===== src/logic/rsw_pkg.sv =====
// Package with register map, field positions and reset values of the reset-state block
package rsw_pkg;

    // ==========================================================
    // Register word indices (byte address = index * 4)
    // ==========================================================
    localparam logic [7:0] REG_UART_CTRL1    = 8'h05; // Uart control one
    localparam logic [7:0] REG_UART_CTRL2    = 8'h06; // Uart control two
    localparam logic [7:0] REG_UART_RX_STAT  = 8'h07; // Uart receive status
    localparam logic [7:0] REG_UART_RX_BUF   = 8'h08; // Uart receive buffer
    localparam logic [7:0] REG_UART_TX_BUF   = 8'h09; // Uart transmit buffer
    localparam logic [7:0] REG_PULLUP_A      = 8'h0A; // Pull-up control a
    localparam logic [7:0] REG_PULLDOWN_A    = 8'h0B; // Pull-down control a
    localparam logic [7:0] REG_PULLUP_B      = 8'h0C; // Pull-up control b
    localparam logic [7:0] REG_PULLDOWN_B    = 8'h0D; // Pull-down control b
    localparam logic [7:0] REG_RAM_FIRST     = 8'h10; // First data register
    localparam logic [7:0] REG_RAM_LAST      = 8'h3F; // Last data register
    localparam logic [7:0] REG_SERIAL_CTRL1  = 8'h45; // Serial port control one
    localparam logic [7:0] REG_SERIAL_CTRL2  = 8'h46; // Serial port control two
    localparam logic [7:0] REG_SERIAL_DATA   = 8'h47; // Serial port data
    localparam logic [7:0] REG_STATUS        = 8'h03; // Time-out and power-down flags

    // ==========================================================
    // Status field positions
    // ==========================================================
    localparam int STAT_POWER_DOWN = 3; // Power-down flag
    localparam int STAT_TIME_OUT   = 4; // Time-out flag

    // ==========================================================
    // Bits forced by an external or watchdog reset
    // ==========================================================
    localparam logic [7:0] UC1_HARD_CLR  = 8'h03; // Tx buffer empty, tx enable
    localparam logic [7:0] URS_HARD_CLR  = 8'h1F; // Errors, rx full, rx enable
    localparam logic [7:0] SC1_HARD_CLR  = 8'h01; // Write buffer empty
    localparam logic [7:0] SC2_HARD_CLR  = 8'h81; // Start, buffer full
    localparam logic [7:0] PULL_A_SET    = 8'h3F; // Disable bits of bank a
    localparam logic [7:0] PULL_B_SET    = 8'h0F; // Disable bits of bank b

    // ==========================================================
    // Bits cleared on wake-up
    // ==========================================================
    localparam logic [7:0] UC1_WAKE_CLR  = 8'h41; // Format upper, tx enable
    localparam logic [7:0] URS_WAKE_CLR  = 8'h01; // Rx enable
    localparam logic [7:0] SC2_WAKE_CLR  = 8'h80; // Start

    // ==========================================================
    // Power-on values and implemented-bit masks
    // ==========================================================
    localparam logic [7:0] UC1_POR       = 8'h00; // Power-on value
    localparam logic [7:0] UC2_MASK      = 8'h38; // Implemented bits of control two
    localparam logic [7:0] SC2_MASK      = 8'h87; // Implemented bits of serial two
    localparam logic [7:0] BYTE_ZERO     = 8'h00; // All clear

    // Reset causes
    typedef enum logic [2:0] {
        RSW_EV_NONE,
        RSW_EV_POWER_ON,
        RSW_EV_EXT_PIN,
        RSW_EV_WATCHDOG,
        RSW_EV_WAKE
    } rsw_event_t;

endpackage


===== src/logic/rsw_reset_state.sv =====
// Reset-state logic with wake status flags behind a classic Wishbone slave
//
// Register access over Wishbone was left to the implementer.
`timescale 1ns/10ps

module rsw_reset_state
    import rsw_pkg::*;
#(
    parameter int RAM_WORDS = 48  // Data registers 0x10..0x3F
) (
    input  wire logic        clk_i,       // Core clock, 20 MHz
    input  wire logic        rst_i,       // Power-on reset, sync, active high
    input  wire logic        ce_i,        // Clock enable, freezes all state
    input  wire logic        ext_rst_i,   // External pin reset release pulse
    input  wire logic        wdt_rst_i,   // Watchdog reset release pulse
    input  wire logic        wake_i,      // Wake-up from sleep or idle pulse
    input  wire logic        wdt_clr_i,   // Watchdog clear instruction executed
    input  wire logic        sleep_i,     // Sleep instruction executed
    input  wire logic        wdt_tmo_i,   // Watchdog time-out event
    input  wire logic        wb_cyc_i,    // Wishbone cycle
    input  wire logic        wb_stb_i,    // Wishbone strobe
    input  wire logic        wb_we_i,     // Wishbone write enable
    input  wire logic [9:0]  wb_adr_i,    // Wishbone byte address
    input  wire logic [3:0]  wb_sel_i,    // Wishbone byte selects
    input  wire logic [31:0] wb_dat_i,    // Wishbone write data
    output logic      [31:0] wb_dat_o,    // Wishbone read data
    output logic             wb_ack_o,    // Wishbone acknowledge
    output logic             time_out_o,  // Time-out flag
    output logic             power_down_o // Power-down flag
);

    // ==========================================================
    // Elaboration checks
    // ==========================================================
    if (RAM_WORDS != 48) begin : g_bad_ram
        $error("RAM_WORDS must cover 0x10 to 0x3F");
    end

    // ==========================================================
    // State
    // ==========================================================
    logic [7:0] uc1_q;            // Uart control one
    logic [7:0] uc2_q;            // Uart control two
    logic [7:0] urs_q;            // Uart receive status
    logic [7:0] urx_q;            // Uart receive buffer
    logic [7:0] utx_q;            // Uart transmit buffer
    logic [7:0] sc1_q;            // Serial control one
    logic [7:0] sc2_q;            // Serial control two
    logic [7:0] sdat_q;           // Serial data
    logic [7:0] pua_q;            // Pull-up a
    logic [7:0] pda_q;            // Pull-down a
    logic [7:0] pub_q;            // Pull-up b
    logic [7:0] pdb_q;            // Pull-down b
    logic       t_q;              // Time-out flag
    logic       p_q;              // Power-down flag
    logic       ack_q;            // Bus answer
    logic [31:0] rdat_q;          // Registered read data
    logic [7:0] ram_q [RAM_WORDS];// Data registers, no reset

    // ==========================================================
    // Decode
    // ==========================================================
    wire  [7:0] idx     = wb_adr_i[9:2];                 // Word index
    wire        req     = wb_cyc_i & wb_stb_i & ~ack_q;  // New request
    wire        wr      = req & wb_we_i & wb_sel_i[0];   // Low lane write
    wire  [7:0] wd      = wb_dat_i[7:0];                 // Write byte
    wire        hard    = ext_rst_i | wdt_rst_i;         // Pin or watchdog
    wire        in_ram  = (idx >= REG_RAM_FIRST) && (idx <= REG_RAM_LAST);
    wire  [5:0] ram_ix  = 6'(idx - REG_RAM_FIRST);       // Array index

    // Address match for one register index
    function automatic logic hit(input logic [7:0] a, input logic [7:0] r);
        return a == r;
    endfunction

    // Next value of a control byte: reset effects beat bus writes
    function automatic logic [7:0] nxt(input logic [7:0] cur, input logic w,
                                       input logic [7:0] d, input logic h,
                                       input logic [7:0] hclr, input logic [7:0] hset,
                                       input logic k, input logic [7:0] kclr);
        logic [7:0] v;
        v = w ? d : cur;
        if (h) begin
            v = (cur & ~hclr) | hset;
        end else if (k) begin
            v = cur & ~kclr;
        end
        return v;
    endfunction

    // Read mux, reserved bits read zero
    logic [7:0] rd_byte;
    always_comb begin
        rd_byte = BYTE_ZERO;
        case (idx)
            REG_STATUS:       rd_byte = {3'h0, t_q, p_q, 3'h0};
            REG_UART_CTRL1:   rd_byte = uc1_q;
            REG_UART_CTRL2:   rd_byte = uc2_q & UC2_MASK;
            REG_UART_RX_STAT: rd_byte = urs_q;
            REG_UART_RX_BUF:  rd_byte = urx_q;
            REG_UART_TX_BUF:  rd_byte = utx_q;
            REG_PULLUP_A:     rd_byte = pua_q & PULL_A_SET;
            REG_PULLDOWN_A:   rd_byte = pda_q & PULL_A_SET;
            REG_PULLUP_B:     rd_byte = pub_q & PULL_B_SET;
            REG_PULLDOWN_B:   rd_byte = pdb_q & PULL_B_SET;
            REG_SERIAL_CTRL1: rd_byte = sc1_q;
            REG_SERIAL_CTRL2: rd_byte = sc2_q & SC2_MASK;
            REG_SERIAL_DATA:  rd_byte = sdat_q;
            default:          rd_byte = in_ram ? ram_q[ram_ix] : BYTE_ZERO;
        endcase
    end

    // ==========================================================
    // Bus answer, one cycle after request
    // ==========================================================
    always_ff @(posedge clk_i) begin
        if (rst_i) begin
            ack_q  <= 1'b0;
            rdat_q <= 32'h0000_0000;
        end else if (ce_i) begin
            ack_q  <= req;
            rdat_q <= {24'h00_0000, rd_byte};
        end
    end
    assign wb_ack_o = ack_q;
    assign wb_dat_o = rdat_q;

    // ==========================================================
    // Time-out and power-down flags
    // ==========================================================
    // Priority: resets, then instructions; wake leaves both as they are
    always_ff @(posedge clk_i) begin
        if (rst_i) begin
            t_q <= 1'b1;
            p_q <= 1'b1;
        end else if (ce_i) begin
            if (wdt_rst_i || wdt_tmo_i) begin
                t_q <= 1'b0;
            end else if (ext_rst_i) begin
                t_q <= t_q;
            end else if (wdt_clr_i) begin
                t_q <= 1'b1;
                p_q <= 1'b1;
            end else if (sleep_i) begin
                t_q <= 1'b1;
                p_q <= 1'b0;
            end
        end
    end
    assign time_out_o   = t_q;
    assign power_down_o = p_q;

    // ==========================================================
    // Peripheral control registers
    // ==========================================================
    // effects land in the release cycle, before first fetch
    always_ff @(posedge clk_i) begin
        if (rst_i) begin
            uc1_q <= UC1_POR;
            uc2_q <= BYTE_ZERO;
            urs_q <= BYTE_ZERO;
            sc1_q <= BYTE_ZERO;
            sc2_q <= BYTE_ZERO;
            pua_q <= PULL_A_SET;
            pda_q <= PULL_A_SET;
            pub_q <= PULL_B_SET;
            pdb_q <= PULL_B_SET;
        end else if (ce_i) begin
            uc1_q <= nxt(uc1_q, wr && hit(idx, REG_UART_CTRL1), wd, hard,
                         UC1_HARD_CLR, BYTE_ZERO, wake_i, UC1_WAKE_CLR);
            urs_q <= nxt(urs_q, wr && hit(idx, REG_UART_RX_STAT), wd, hard,
                         URS_HARD_CLR, BYTE_ZERO, wake_i, URS_WAKE_CLR);
            sc1_q <= nxt(sc1_q, wr && hit(idx, REG_SERIAL_CTRL1), wd, hard,
                         SC1_HARD_CLR, BYTE_ZERO, 1'b0, BYTE_ZERO);
            sc2_q <= nxt(sc2_q, wr && hit(idx, REG_SERIAL_CTRL2), wd, hard,
                         SC2_HARD_CLR, BYTE_ZERO, wake_i, SC2_WAKE_CLR);
            uc2_q <= nxt(uc2_q, wr && hit(idx, REG_UART_CTRL2), wd, 1'b0,
                         BYTE_ZERO, BYTE_ZERO, 1'b0, BYTE_ZERO);
            pua_q <= nxt(pua_q, wr && hit(idx, REG_PULLUP_A), wd, hard,
                         BYTE_ZERO, PULL_A_SET, 1'b0, BYTE_ZERO);
            pda_q <= nxt(pda_q, wr && hit(idx, REG_PULLDOWN_A), wd, hard,
                         BYTE_ZERO, PULL_A_SET, 1'b0, BYTE_ZERO);
            pub_q <= nxt(pub_q, wr && hit(idx, REG_PULLUP_B), wd, hard,
                         BYTE_ZERO, PULL_B_SET, 1'b0, BYTE_ZERO);
            pdb_q <= nxt(pdb_q, wr && hit(idx, REG_PULLDOWN_B), wd, hard,
                         BYTE_ZERO, PULL_B_SET, 1'b0, BYTE_ZERO);
        end
    end

    // ==========================================================
    // Data buffers and general-purpose registers, never reset
    // ==========================================================
    // Unknown at power-up by nature; no reset keeps them cheap
    always_ff @(posedge clk_i) begin
        if (ce_i) begin
            if (wr && in_ram) begin
                ram_q[ram_ix] <= wd;
            end
            if (wr && hit(idx, REG_UART_TX_BUF)) begin
                utx_q <= wd;
            end
            if (wr && hit(idx, REG_SERIAL_DATA)) begin
                sdat_q <= wd;
            end
            // Receive buffer has no load path here; it only holds its value
            urx_q <= urx_q;
        end
    end

    // ==========================================================
    // Checks
    // ==========================================================
    property p_por_flags;
        @(posedge clk_i) $fell(rst_i) |-> (t_q && p_q);
    endproperty
    a_por_flags: assert property (p_por_flags) else $error("flags not set by power-on");

    property p_ext_keep;
        @(posedge clk_i) disable iff (rst_i)
        (ce_i && ext_rst_i && !wdt_rst_i && !wdt_tmo_i) |=> $stable(t_q) && $stable(p_q);
    endproperty
    a_ext_keep: assert property (p_ext_keep) else $error("pin reset changed flags");

    property p_wdt_flags;
        @(posedge clk_i) disable iff (rst_i)
        (ce_i && (wdt_rst_i || wdt_tmo_i)) |=> !t_q && $stable(p_q);
    endproperty
    a_wdt_flags: assert property (p_wdt_flags) else $error("watchdog flag effect wrong");

    property p_sleep;
        @(posedge clk_i) disable iff (rst_i)
        (ce_i && sleep_i && !wdt_clr_i && !hard && !wdt_tmo_i) |=> t_q && !p_q;
    endproperty
    a_sleep: assert property (p_sleep) else $error("sleep flag effect wrong");

    property p_wake_keep;
        @(posedge clk_i) disable iff (rst_i)
        (ce_i && wake_i && !hard && !wdt_tmo_i && !wdt_clr_i && !sleep_i)
        |=> $stable(t_q) && $stable(p_q);
    endproperty
    a_wake_keep: assert property (p_wake_keep) else $error("wake changed flags");

    property p_hard_bits;
        @(posedge clk_i) disable iff (rst_i)
        (ce_i && hard) |=> ((uc1_q & UC1_HARD_CLR) == 8'h00) && (pua_q[5:0] == 6'h3F)
                           && ((sc2_q & SC2_HARD_CLR) == 8'h00);
    endproperty
    a_hard_bits: assert property (p_hard_bits) else $error("hard reset bits wrong");

    property p_wake_bits;
        @(posedge clk_i) disable iff (rst_i)
        (ce_i && wake_i && !hard) |=> !uc1_q[6] && !uc1_q[0] && !urs_q[0] && !sc2_q[7]
                                      && (uc1_q[5:1] == $past(uc1_q[5:1]));
    endproperty
    a_wake_bits: assert property (p_wake_bits) else $error("wake bits wrong");

    property p_ack;
        @(posedge clk_i) disable iff (rst_i)
        // A frozen edge after the answer keeps ack up for one more cycle
        (ce_i && req) |=> wb_ack_o ##1 (!wb_ack_o || !$past(ce_i));
    endproperty
    a_ack: assert property (p_ack) else $error("bus answer timing wrong");

    property p_clr_flags;
        @(posedge clk_i) disable iff (rst_i)
        (ce_i && wdt_clr_i && !hard && !wdt_tmo_i) |=> t_q && p_q;
    endproperty
    a_clr_flags: assert property (p_clr_flags) else $error("clear flag effect wrong");

    // pull-down and bank b disables
    // Every pull bank, not only pull-up a, must land at its disable level
    property p_pull_hard;
        @(posedge clk_i) disable iff (rst_i)
        (ce_i && hard) |=> ((pda_q & PULL_A_SET) == PULL_A_SET)
                           && ((pub_q & PULL_B_SET) == PULL_B_SET)
                           && ((pdb_q & PULL_B_SET) == PULL_B_SET);
    endproperty
    a_pull_hard: assert property (p_pull_hard) else $error("pull disable bits not set");

    // configuration bits kept
    // A bus write in the same cycle may legally change control two, so it is excluded
    property p_keep_cfg;
        @(posedge clk_i) disable iff (rst_i)
        (ce_i && (hard || wake_i) && !wr) |=> $stable(uc2_q) && $stable(uc1_q[7])
                                             && (uc1_q[5:2] == $past(uc1_q[5:2]));
    endproperty
    a_keep_cfg: assert property (p_keep_cfg) else $error("kept bits changed");

endmodule // rsw_reset_state


===== config.mk =====
export PLATFORM = sky130hd
export DESIGN_NAME = rsw_reset_state
export DESIGN_NICKNAME = d
export VERILOG_FILES = /design/src/logic/rsw_pkg.sv /design/src/logic/rsw_reset_state.sv
export SDC_FILE = /design/constraint.sdc
export NUM_CORES = 1
export LEC_CHECK = 0
export ABC_CLOCK_PERIOD_IN_PS = 5800
export BUFFER_PORTS_ARGS = -buffer_cell sky130_fd_sc_hd__buf_2
export CAP_MARGIN = 20
export CORE_ASPECT_RATIO = 1.2
export CORE_MARGIN = 3
export CORE_UTILIZATION = 55
export CTS_CLUSTER_DIAMETER = 200
export DETAILED_ROUTE_END_ITERATION = 10
export PLACE_DENSITY = 0.81
export SLEW_MARGIN = 25
export SYNTH_ARGS = -nofsm -noshare
export SYNTH_HDL_FRONTEND = slang
export SYNTH_SLANG_ARGS = --single-unit
export TNS_END_PERCENT = 20

===== constraint.sdc =====
create_clock -name clk_i -period 5.8 [get_ports clk_i]
set_input_delay 0.29 -clock clk_i [delete_from_list [all_inputs] [get_ports clk_i]]
set_output_delay 0.29 -clock clk_i [all_outputs]
set_load 0.01 [all_outputs]

==> results of run 1 <==
==> where the power goes <==
part / internal [mW] / switching (mW) / total, mW
combinational: 0.126 / 0.260 / 0.386
clock: 1.48 / 1.14 / 2.62
sequential: 3.61 / 0.00541 / 3.61
total: 5.22 / 1.40 / 6.62
==> area by class of cell <==
| class | count | area share |
|---|---|---|
| Inverter | 7 | 0.00126 |
| Multi-Input combinational cell | 625 | 0.259 |
| Timing Repair Buffer | 55 | 0.0175 |
| Sequential cell | 462 | 0.634 |
| Clock inverter | 17 | 0.00664 |
| Clock buffer | 54 | 0.0549 |
| Tap cell | 456 | 0.0273 |
==> Yosys cell counts, drive strengths merged, types with 16 or more instances <==
cell type / number / area share
mux2i: 53 / 0.028
nor3: 20 / 0.0057
buf: 77 / 0.030
a21oi: 22 / 0.0057
o21ai: 16 / 0.0042
nand2b: 25 / 0.0081
nor2: 84 / 0.016
nand3: 33 / 0.0088
mux2: 17 / 0.0099
o22ai: 29 / 0.0094
dfxtp: 62 / 0.064
edfxtp: 400 / 0.62
a22oi: 26 / 0.010
nand2: 38 / 0.0075
clkbuf: 26 / 0.0056
mux4: 74 / 0.087
==> through the flow <==
step	total power, mW	std cells	hold slack [ns]	utilization
after floorplan	3.93	1197	0.389	-
after global placement	4.05	1603	0.445	0.571
after detailed placement	4.06	1605	0.450	0.572
after CTS	6.64	1676	0.00680	0.610
after global routing	6.80	1676	0.0303	0.611
final	6.62	1676	0.0126	0.611
==> registers in the layout, summed over array words and instances (netlist names) <==
| register | cells |
|---|---|
| ram_q | 384 |
| sc1_q | 8 |
| sdat_q | 8 |
| uc1_q | 8 |
| urs_q | 8 |
| utx_q | 8 |
| wb_dat_o | 8 |
| pda_q | 6 |
| pua_q | 6 |
| pdb_q | 4 |
| pub_q | 4 |
| sc2_q | 4 |
| uc2_q | 3 |
| power_down_o | 1 |
| time_out_o | 1 |
| wb_ack_o | 1 |
==> logic make-up (layout without fill, tap and decap cells) <==
kind of cell / Yosys count / in the layout
AND/OR/NAND/NOR: 274 / 274
multiplexers: 144 / 144
adder cells (fa/ha/maj): 4 / 4
flip-flops: 462 / 462
AO/OA/AOI/OAI: 179 / 179
buffers and inverters: 110 / 133
other: 1 / 24
==> routing by layer <==
metal,vias up,part of all wire,global-route usage
li1,4681,-,-
met1,5614,0.37,0.335
met2,753,0.48,0.388
met3,166,0.097,0.0423
met4,2,0.058,0.119
met5,-,0.00044,0
==> worst min-delay path: cells and delay by family <==
family	cells	cell delay (ns)
buffers and inverters	1	0.09
multiplexers	1	0.06
AND/OR/NAND/NOR	1	0.07
==> path summary, 6_finish.rpt <==
kind / start / end / slack [ns] / cells after the start
max: wb_ack_o / ram_q[4][6] / 2.83 / 5
min: wdt_clr_i / power_down_o / 0.01 / 3
max reg2reg: wb_ack_o / ram_q[4][6] / 2.83 / 5
min reg2reg: uc1_q[3] / uc1_q[3] / 0.46 / 2
==> flow_metrics.py, run 1 <==
metrics = {
    "synthesis": {
        "synth_xor_xnor_area_share": 0,
        "post_synth_mux_area_share": 0.124,
        "synth-compound-area-share": 0.0675,
        "largest_family_of_logic_cells_by_synthesized_area": "multiplexers",
        "mappedNetlistArea_um2": 19300,
        "syn_area_per_cell_um2": 16.4,
        "synth_seq_cells": 462,
        "async_flop_share": 0,
        "yosys_warnings": 0,
        "synth_edf_count": 400,
        "synth-simple-area-share": 0.0804,
        "ys_seq_area_frac": 0.688,
        "yosysUniqueCellTypes": 85,
        "synthFlopType": "sky130_fd_sc_hd__edfxtp_1",
        "arithmetic_cell_share_of_the_synthesized_area_counting_full_adders_half_adders_and_majority_gates": 0.00260,
        "synth_cells": 1174,
    },
    "sta": {
        "clock.fmax_mhz": 337,
        "final.setup.tns_ns": 0,
        "finalHoldViolations": 0,
        "finalSetupViolCount": 0,
        "finClkSkew_ns": 0.00828,
        "slew_headroom": 0.293,
        "worst-slew-pin-transition_ns": 1.05,
        "final.min_clock_period_ns": 2.97,
        "maxSlewViolCount": 0,
        "fin_ws_ns": 2.83,
        "rsz_0062_raised_after_global_routing": "false",
        "final.period_utilization": 0.512,
    },
    "layout": {
        "multi_input_area_um2": 5410,
        "n_fill_cell": 2372,
        "layout_cells_sized_above_1": 0.190,
        "most-common-layout-cells": "sky130_fd_sc_hd__edfxtp_1 (400), sky130_fd_sc_hd__nor2_1 (83), sky130_fd_sc_hd__mux4_2 (73)",
        "area.growth.synth_to_final_pct": 8.56,
        "layout.cell_area.non_filler_um2": 20900,
        "layout.area.seq_um2": 13300,
        "layout.cells.most_common": "sky130_fd_sc_hd__edfxtp_1",
        "count_of_nets_after_finishing": 1253,
        "number_of_antenna_repair_diodes": 0,
    },
    "placement": {
        "postPlaceCellArea_um2": 19600,
        "numPortBuffers": 39,
        "routabilityCongestion": 0.901,
        "dp_worst_setup_slack_ns": 2.35,
        "detailedPlacementHpwl_um": 27900,
    },
    "die": {
        "std_cell_core_area_um2": 34300,
        "pin_count": 93,
        "floorplan.rows": 74,
        "width_of_the_die_um": 177,
        "dieArea_um2": 37300,
        "initial_core_util": 0.562,
        "die_y_um": 211,
    },
    "critical_path": {
        "critPathArrivalTime_ns": 3.14,
        "path_class": "flip-flop to flip-flop",
        "worst_ep_required_time_ns": 5.97,
        "timing.critical_path.slowest_cell_delay_ns": 0.73,
        "worst_setup_end_kind": "flip-flop",
        "cp_cell_sequence": "nand3b_4 > or3_1 > nor4_2 > nand2_1 > nor2_1",
        "critical_path_buf_inv_count": 0,
        "cp_top_family": "simple AND/OR/NAND/NOR gates",
        "path_max_fanout": 11,
        "cpMaxStageDelayCell": "sky130_fd_sc_hd__nor2_1",
        "critical_path.startpoint_type": "flip-flop",
    },
    "detailed_routing": {
        "routedWlPerCell_um": 27.1,
        "detail-route-antenna-nets": 0,
        "post_drt_via_cell_ratio": 6.69,
        "drt_initial_violations": 1486,
        "vias": 11216,
        "routed_wirelength_um": 45400,
        "detail_route.first_pass.iterations": 5,
        "drc": 0,
    },
    "clocking": {
        "clockRootBuffer": "sky130_fd_sc_hd__clkbuf_16",
        "tritoncts": "built",
        "h-tree-depth": 2,
        "cts.clk_slew.worst_paths_ns": 0.07,
        "cts_inserted_buffers": 40,
        "cts-hold-fix-buffers": 0,
        "cts_repair_resize_count": 0,
        "clockBufferDepth": 3,
        "post-cts-setup-buffers": 0,
        "clock_latency_ns": 0.55,
        "cts_sinks": 462,
    },
    "power_and_ir_drop": {
        "static-leakage-power_nw": 6.67,
        "ir_worst_vdd_mv": 0.249,
        "power_per_cell_area_nw_per_um2": 316,
    },
    "grt": {
        "wire_length_of_the_first_global_routing_pass_um": 68300,
        "grt_start_max_net_pins": 63,
        "grt_usage": 0.245,
        "globalRouteOverflowTotal": 0,
        "grt_antenna_before_repair": 1,
        "grt_pass1_vias": 10924,
    },
    "flow_run": {
        "drv_cap": 0,
    },
    "hold_path": {
        "holdCritPathClass": "input pin to flip-flop",
    },
    "status": {
        "outcome": "finished, final reports clean",
    },
}
Power figures use the tool's default switching activity.
==> run 2: changes to the inputs <==
Settings changed: ABC_CLOCK_PERIOD_IN_PS 5800 to 2540, PLACE_DENSITY 0.81 to 0.83.
Clock period 5.8 ns to 2.54 ns, I/O delays scaled along.
==> run 2 against run 1 <==
Compared with the run above:
- first-iteration DRC count shrank 2.2%
- sequential power rose by 130%
- combinational power grew to 2.5 times the previous value
- total power increased by 140%
- non-clock buffer count up 115
- sequential share of layout area decreased by 3.2 points
==> flow_metrics.py, run 2 (same netlist as run 1, synthesis figures left out) <==
metrics = {
    "sta": {
        "timing.hold.ws_ns": 0.0350,
        "slew_headroom": 0.322,
        "final.min_clock_period_ns": 2.37,
        "maxSlewViolCount": 0,
        "clock.fmax_mhz": 422,
        "finalHoldViolations": 0,
        "finalSetupViolCount": 0,
        "final.period_utilization": 0.934,
        "finClkSkew_ns": 0.00635,
        "fin_ws_ns": 0.168,
        "final.setup.tns_ns": 0,
        "rsz_0062_raised_after_global_routing": "false",
        "worst-slew-pin-transition_ns": 1.01,
    },
    "clocking": {
        "cts_inserted_buffers": 43,
        "tritoncts": "built",
        "post-cts-setup-buffers": 0,
        "cts_repair_resize_count": 0,
        "clock_latency_ns": 0.55,
        "clockRootBuffer": "sky130_fd_sc_hd__clkbuf_16",
        "clockBufferDepth": 3,
        "h-tree-depth": 2,
        "cts.clk_slew.worst_paths_ns": 0.06,
        "cts_sinks": 462,
        "cts-hold-fix-buffers": 6,
    },
    "placement": {
        "dp.cells": 1714,
        "routabilityCongestion": 0.936,
        "numPortBuffers": 39,
        "postPlaceCellArea_um2": 20400,
        "dp_worst_setup_slack_ns": 0.132,
        "detailedPlacementHpwl_um": 31000,
    },
    "grt": {
        "grt_start_max_net_pins": 59,
        "grt_pass1_vias": 11826,
        "globalRouteOverflowTotal": 0,
        "wire_length_of_the_first_global_routing_pass_um": 73700,
        "grt_usage": 0.265,
        "grt_antenna_before_repair": 1,
    },
    "power_and_ir_drop": {
        "static-leakage-power_nw": 7.33,
        "switching_power_mw": 3.39,
        "internal_power_consumption_mw": 12.7,
        "clockPowerShare": 0.428,
        "finalPower_mw": 16.1,
        "power_frac_comb": 0.060,
        "share_seq_of_total_power": 0.512,
        "switching_share": 0.210,
        "ir_worst_vdd_mv": 0.484,
        "power_per_cell_area_nw_per_um2": 732,
    },
    "detailed_routing": {
        "routed_wirelength_um": 49100,
        "post_drt_via_cell_ratio": 6.59,
        "drc": 0,
        "drt_initial_violations": 1453,
        "vias": 11853,
        "detail-route-antenna-nets": 0,
        "detail_route.first_pass.iterations": 8,
        "routedWlPerCell_um": 27.3,
    },
    "critical_path": {
        "critical_path.startpoint_type": "flip-flop",
        "worst_ep_required_time_ns": 2.79,
        "worst_setup_end_kind": "flip-flop",
        "path_max_fanout": 8,
        "critPathArrivalTime_ns": 2.62,
        "path_class": "flip-flop to flip-flop",
    },
    "die": {
        "dieArea_um2": 37300,
        "initial_core_util": 0.562,
        "floorplan.rows": 74,
        "pin_count": 93,
        "width_of_the_die_um": 177,
        "die_y_um": 211,
        "std_cell_core_area_um2": 34300,
    },
    "layout": {
        "layout_cells_sized_above_1": 0.259,
        "post_layout_nonfiller_instances": 1798,
        "count_of_nets_after_finishing": 1371,
        "largest_register_ff_count": 384,
        "area.growth.synth_to_final_pct": 14.3,
        "most-common-layout-cells": "sky130_fd_sc_hd__edfxtp_1 (400), sky130_fd_sc_hd__buf_4 (120), sky130_fd_sc_hd__nor2_1 (83)",
        "n_fill_cell": 2242,
        "layout.area.seq_um2": 13300,
        "layout.cells.most_common": "sky130_fd_sc_hd__edfxtp_1",
        "regMostFlops": "ram_q",
        "layout.cell_area.non_filler_um2": 22000,
        "multi_input_area_um2": 5390,
        "number_of_antenna_repair_diodes": 0,
        "fin_util": 0.643,
    },
    "flow_run": {
        "drv_cap": 0,
    },
    "hold_path": {
        "holdCritPathClass": "input pin to flip-flop",
    },
    "status": {
        "outcome": "finished, final reports clean",
    },
}
## run 2: cell types whose count changed in the layout (fill, tap and decap cells not counted), sizes merged
| cell | before | now |
|---|---|---|
| clkinvlp | 0 | 4 |
| dlygate4sd3 | 0 | 6 |
| buf | 55 | 164 |
| bufinv | 2 | 10 |
| clkinv | 15 | 13 |
| clkbuf | 54 | 49 |
| inv | 7 | 9 |
## run 2: path summary, 6_finish.rpt
| check | start | depth (start not counted) | end | slack (ns) |
|---|---|---|---|---|
| min reg2reg | urs_q[6] | 2 | urs_q[6] | 0.46 |
| max reg2reg | wb_ack_o | 5 | ram_q[35][4] | 0.17 |
| max | wb_ack_o | 5 | ram_q[35][4] | 0.17 |
| min | wb_dat_i[0] | 3 | sc1_q[0] | 0.03 |
## run 2: cell type report
type	instances	share of cell area
Clock buffer	49	0.0499
Clock inverter	29	0.0185
Inverter	7	0.00119
Multi-Input combinational cell	625	0.245
Sequential cell	462	0.602
Tap cell	456	0.0259
Timing Repair Buffer	170	0.0576
## run 2: worst max-delay path, stage by stage (launching register included)
cell and delay (ns):
sky130_fd_sc_hd__dfxtp_1 0.32, sky130_fd_sc_hd__nand3b_4 0.22, sky130_fd_sc_hd__or3_1 0.50, sky130_fd_sc_hd__or3_1 0.56, sky130_fd_sc_hd__nor4_4 0.24, sky130_fd_sc_hd__buf_4 0.23
## run 2: metal layers
metal / part of all wire / global-route usage / vias to the layer above
li1: - / - / 4927
met3: 0.095 / 0.0500 / 182
met4: 0.049 / 0.118 / 2
met5: 0.00026 / 0 / -
met2: 0.49 / 0.441 / 807
met1: 0.36 / 0.343 / 5935
## run 2: power by group through the flow
stage               Combinational [mW]  Clock (mW)  Sequential (mW)
floorplan                        0.563           0             8.42
global placement                 0.910           0             8.42
detailed placement               0.933           0             8.42
CTS                              0.951        6.96             8.25
global route                      1.02        7.24             8.25
finish                           0.971        6.90             8.26
==> run 3: changes to the inputs <==
Settings changed: ABC_AREA set to 1.
==> run 3 against run 2 <==
Compared with the run above:
- total power decreased by 3.1%
- area after synthesis is 1.0% higher
- synthesized cell count increased by 63%
- fmax fell by 3.7%
- die area rose by 0.99%
- clock power is 8.4% lower
- core utilization down 0.12 points
- sequential power about the same
- first-iteration DRC count rose by 23%
- critical endpoint is now ram_q[45][7]
- largest cell class unchanged
==> flow_metrics.py, run 3 <==
metrics = {
    "grt": {
        "globalRouteOverflowTotal": 0,
        "grt_antenna_before_repair": 2,
        "grt_start_max_net_pins": 75,
        "wire_length_of_the_first_global_routing_pass_um": 77900,
        "grt_pass1_vias": 14343,
        "grt_usage": 0.271,
    },
    "die": {
        "pin_count": 93,
        "dieArea_um2": 37700,
        "die_y_um": 212,
        "floorplan.rows": 74,
        "width_of_the_die_um": 178,
        "std_cell_core_area_um2": 34400,
        "initial_core_util": 0.565,
    },
    "clocking": {
        "cts.clk_slew.worst_paths_ns": 0.07,
        "cts_sinks": 462,
        "post-cts-setup-buffers": 0,
        "clockRootBuffer": "sky130_fd_sc_hd__clkbuf_16",
        "clock_latency_ns": 0.56,
        "clockBufferDepth": 3,
        "cts_inserted_buffers": 43,
        "h-tree-depth": 2,
        "tritoncts": "built",
    },
    "critical_path": {
        "cpMaxStageDelayCell": "sky130_fd_sc_hd__dlygate4sd3_1",
        "worst_ep_required_time_ns": 2.79,
        "worst_setup_end_kind": "flip-flop",
        "cp_cell_sequence": "dlygate4sd3_1 > buf_2 > nand2_1 > dlygate4sd3_1 > nor2_1 > nand4_2 > nor2_2 > nand2_1 > nor2_1 > buf_4",
        "timing.critical_path.slowest_cell_delay_ns": 0.54,
        "path_class": "input pin to flip-flop",
        "critical_path.startpoint_type": "input pin",
        "critPathArrivalTime_ns": 2.71,
        "path_max_fanout": 8,
    },
    "placement": {
        "detailedPlacementHpwl_um": 32300,
        "numPortBuffers": 39,
        "postPlaceCellArea_um2": 20600,
        "routabilityCongestion": 0.946,
    },
    "detailed_routing": {
        "post_drt_via_cell_ratio": 5.77,
        "drt_initial_violations": 1782,
        "vias": 14552,
        "drc": 0,
        "routedWlPerCell_um": 20.2,
        "routed_wirelength_um": 51000,
        "detail-route-antenna-nets": 0,
        "detail_route.first_pass.iterations": 6,
    },
    "synthesis": {
        "yosys_warnings": 0,
        "post_synth_main_area_contributors": "sky130_fd_sc_hd__edfxtp_1 (62%), sky130_fd_sc_hd__nand2_1 (17%), sky130_fd_sc_hd__dfxtp_1 (6.4%), sky130_fd_sc_hd__nor2_1 (3.3%), sky130_fd_sc_hd__a21oi_1 (1.6%)",
        "synthMostInstantiatedCell": "sky130_fd_sc_hd__nand2_1",
        "post_synth_most_frequent_cells": "sky130_fd_sc_hd__nand2_1 (871), sky130_fd_sc_hd__edfxtp_1 (400), sky130_fd_sc_hd__nor2_1 (169)",
        "synth_cells": 1918,
        "synth_edf_count": 400,
        "mappedNetlistArea_um2": 19500,
        "yosys.area.top_type": "sky130_fd_sc_hd__edfxtp_1",
        "yosys.area.top_type_share": 0.617,
        "yosysUniqueCellTypes": 34,
        "syn_area_per_cell_um2": 10.1,
        "synthFlopType": "sky130_fd_sc_hd__edfxtp_1",
        "ys_seq_area_frac": 0.681,
        "synth_seq_cells": 462,
        "async_flop_share": 0,
    },
    "layout": {
        "count_of_nets_after_finishing": 2095,
        "largest_register_ff_count": 384,
        "layout.cells.most_common": "sky130_fd_sc_hd__nand2_1",
        "most-common-layout-cells": "sky130_fd_sc_hd__nand2_1 (870), sky130_fd_sc_hd__edfxtp_1 (400), sky130_fd_sc_hd__nor2_1 (169)",
        "number_of_antenna_repair_diodes": 0,
        "regMostFlops": "ram_q",
        "layout.cell_area.non_filler_um2": 22100,
        "fin_util": 0.641,
        "layout_cells_sized_above_1": 0.119,
        "area.growth.synth_to_final_pct": 13.5,
    },
    "sta": {
        "maxSlewViolCount": 0,
        "slew_headroom": 0.409,
        "worst-slew-pin-transition_ns": 0.887,
        "finalSetupViolCount": 0,
        "finClkSkew_ns": 0.0238,
        "rsz_0062_raised_after_global_routing": "true",
        "final.setup.tns_ns": 0,
        "clock.fmax_mhz": 406,
        "final.min_clock_period_ns": 2.46,
        "finalHoldViolations": 0,
        "final.period_utilization": 0.970,
        "timing.hold.ws_ns": 0.0613,
    },
    "power_and_ir_drop": {
        "switching_share": 0.225,
        "static-leakage-power_nw": 8.67,
        "finalPower_mw": 15.6,
        "internal_power_consumption_mw": 12.1,
        "power_frac_comb": 0.065,
        "power_per_cell_area_nw_per_um2": 707,
        "clockPowerShare": 0.405,
        "share_seq_of_total_power": 0.530,
        "switching_power_mw": 3.51,
        "ir_worst_vdd_mv": 0.598,
    },
    "flow_run": {
        "drv_cap": 0,
    },
    "hold_path": {
        "holdCritPathClass": "input pin to flip-flop",
    },
    "status": {
        "outcome": "finished, final reports clean",
    },
}
[run 3: changes by cell type in the layout (fill, tap and decap cells not counted), sizes merged, moves of 25 or more]
cell	change
nor2	+101
inv	+44
a21oi	+40
a22oi	-26
nand3	+29
o21ai	+37
nand2b	-25
mux2i	-53
mux4	-74
o22ai	-26
buf	-30
nand2	+844
[run 3: through the flow]
stage / worst slack (ns) / std cells
2_1_floorplan: 0.244 / 1941
3_3_place_gp: 0.328 / 2433
3_5_place_dp: 0.250 / 2433
4_1_cts: 0.0338 / 2521
5_1_grt: -0.0458 / 2522
6_report: 0.0771 / 2522
[run 3: path summary, 6_finish.rpt]
| check | slack (ns) | cells past startpoint | from | end |
|---|---|---|---|---|
| worst max-delay path | 0.08 | 10 | wb_stb_i | ram_q[45][7] |
| worst min-delay path | 0.06 | 6 | ext_rst_i | time_out_o |
| worst max register to register | 0.50 | 6 | wb_ack_o | ram_q[45][7] |
| worst min register to register | 0.45 | 2 | uc1_q[3] | uc1_q[3] |
[run 3: worst max-delay path: cells and delay by family]
family / cells / cell delay (ns)
AND/OR/NAND/NOR: 6 / 1.21
buffers and inverters: 4 / 1.37
[run 3: repair_timing]
| item | 4_1_cts | 5_1_grt |
|---|---|---|
| resized for setup | 0 | 3 |
| hold endpoints to repair | 15 | 0 |
| hold buffers | 10 | 0 |
| endpoints found under the setup margin | 0 | 241 |
[run 3: metal layers]
layer  vias up  part of all wire  global-route usage
met5         -           0.00043                   0
met4         4             0.059               0.151
met3       221             0.098              0.0479
met2       945              0.49               0.449
met1      6823              0.36               0.338
li1       6559                 -                   -
[run 3: final cells by class]
cell class,count,area (um^2)
timing repair buffer,144,1110
sequential,462,13300
tap,456,571
inverter,55,208
clock inverter,23,196
clock buffer,55,1170
multi-input combinational,1327,5580
fill,2430,12300
[run 3: logic make-up (layout without fill, tap and decap cells)]
logic type	Yosys count	in the layout	share of synthesized area
AO/OA/AOI/OAI	137	137	0.0388
adder cells (fa/ha/maj)	4	4	0.00257
buffers and inverters	153	277	0.0376
flip-flops	462	462	0.681
other	1	24	0.000193
AND/OR/NAND/NOR	1161	1162	0.240
[run 3: power by group through the flow]
stage	Sequential, mW	Clock, mW	Combinational (mW)
floorplan	8.44	0	0.557
CTS	8.28	6.33	0.982
global placement	8.44	0	0.939
global route	8.28	6.64	1.09
detailed placement	8.44	0	0.961
finish	8.28	6.32	1.01
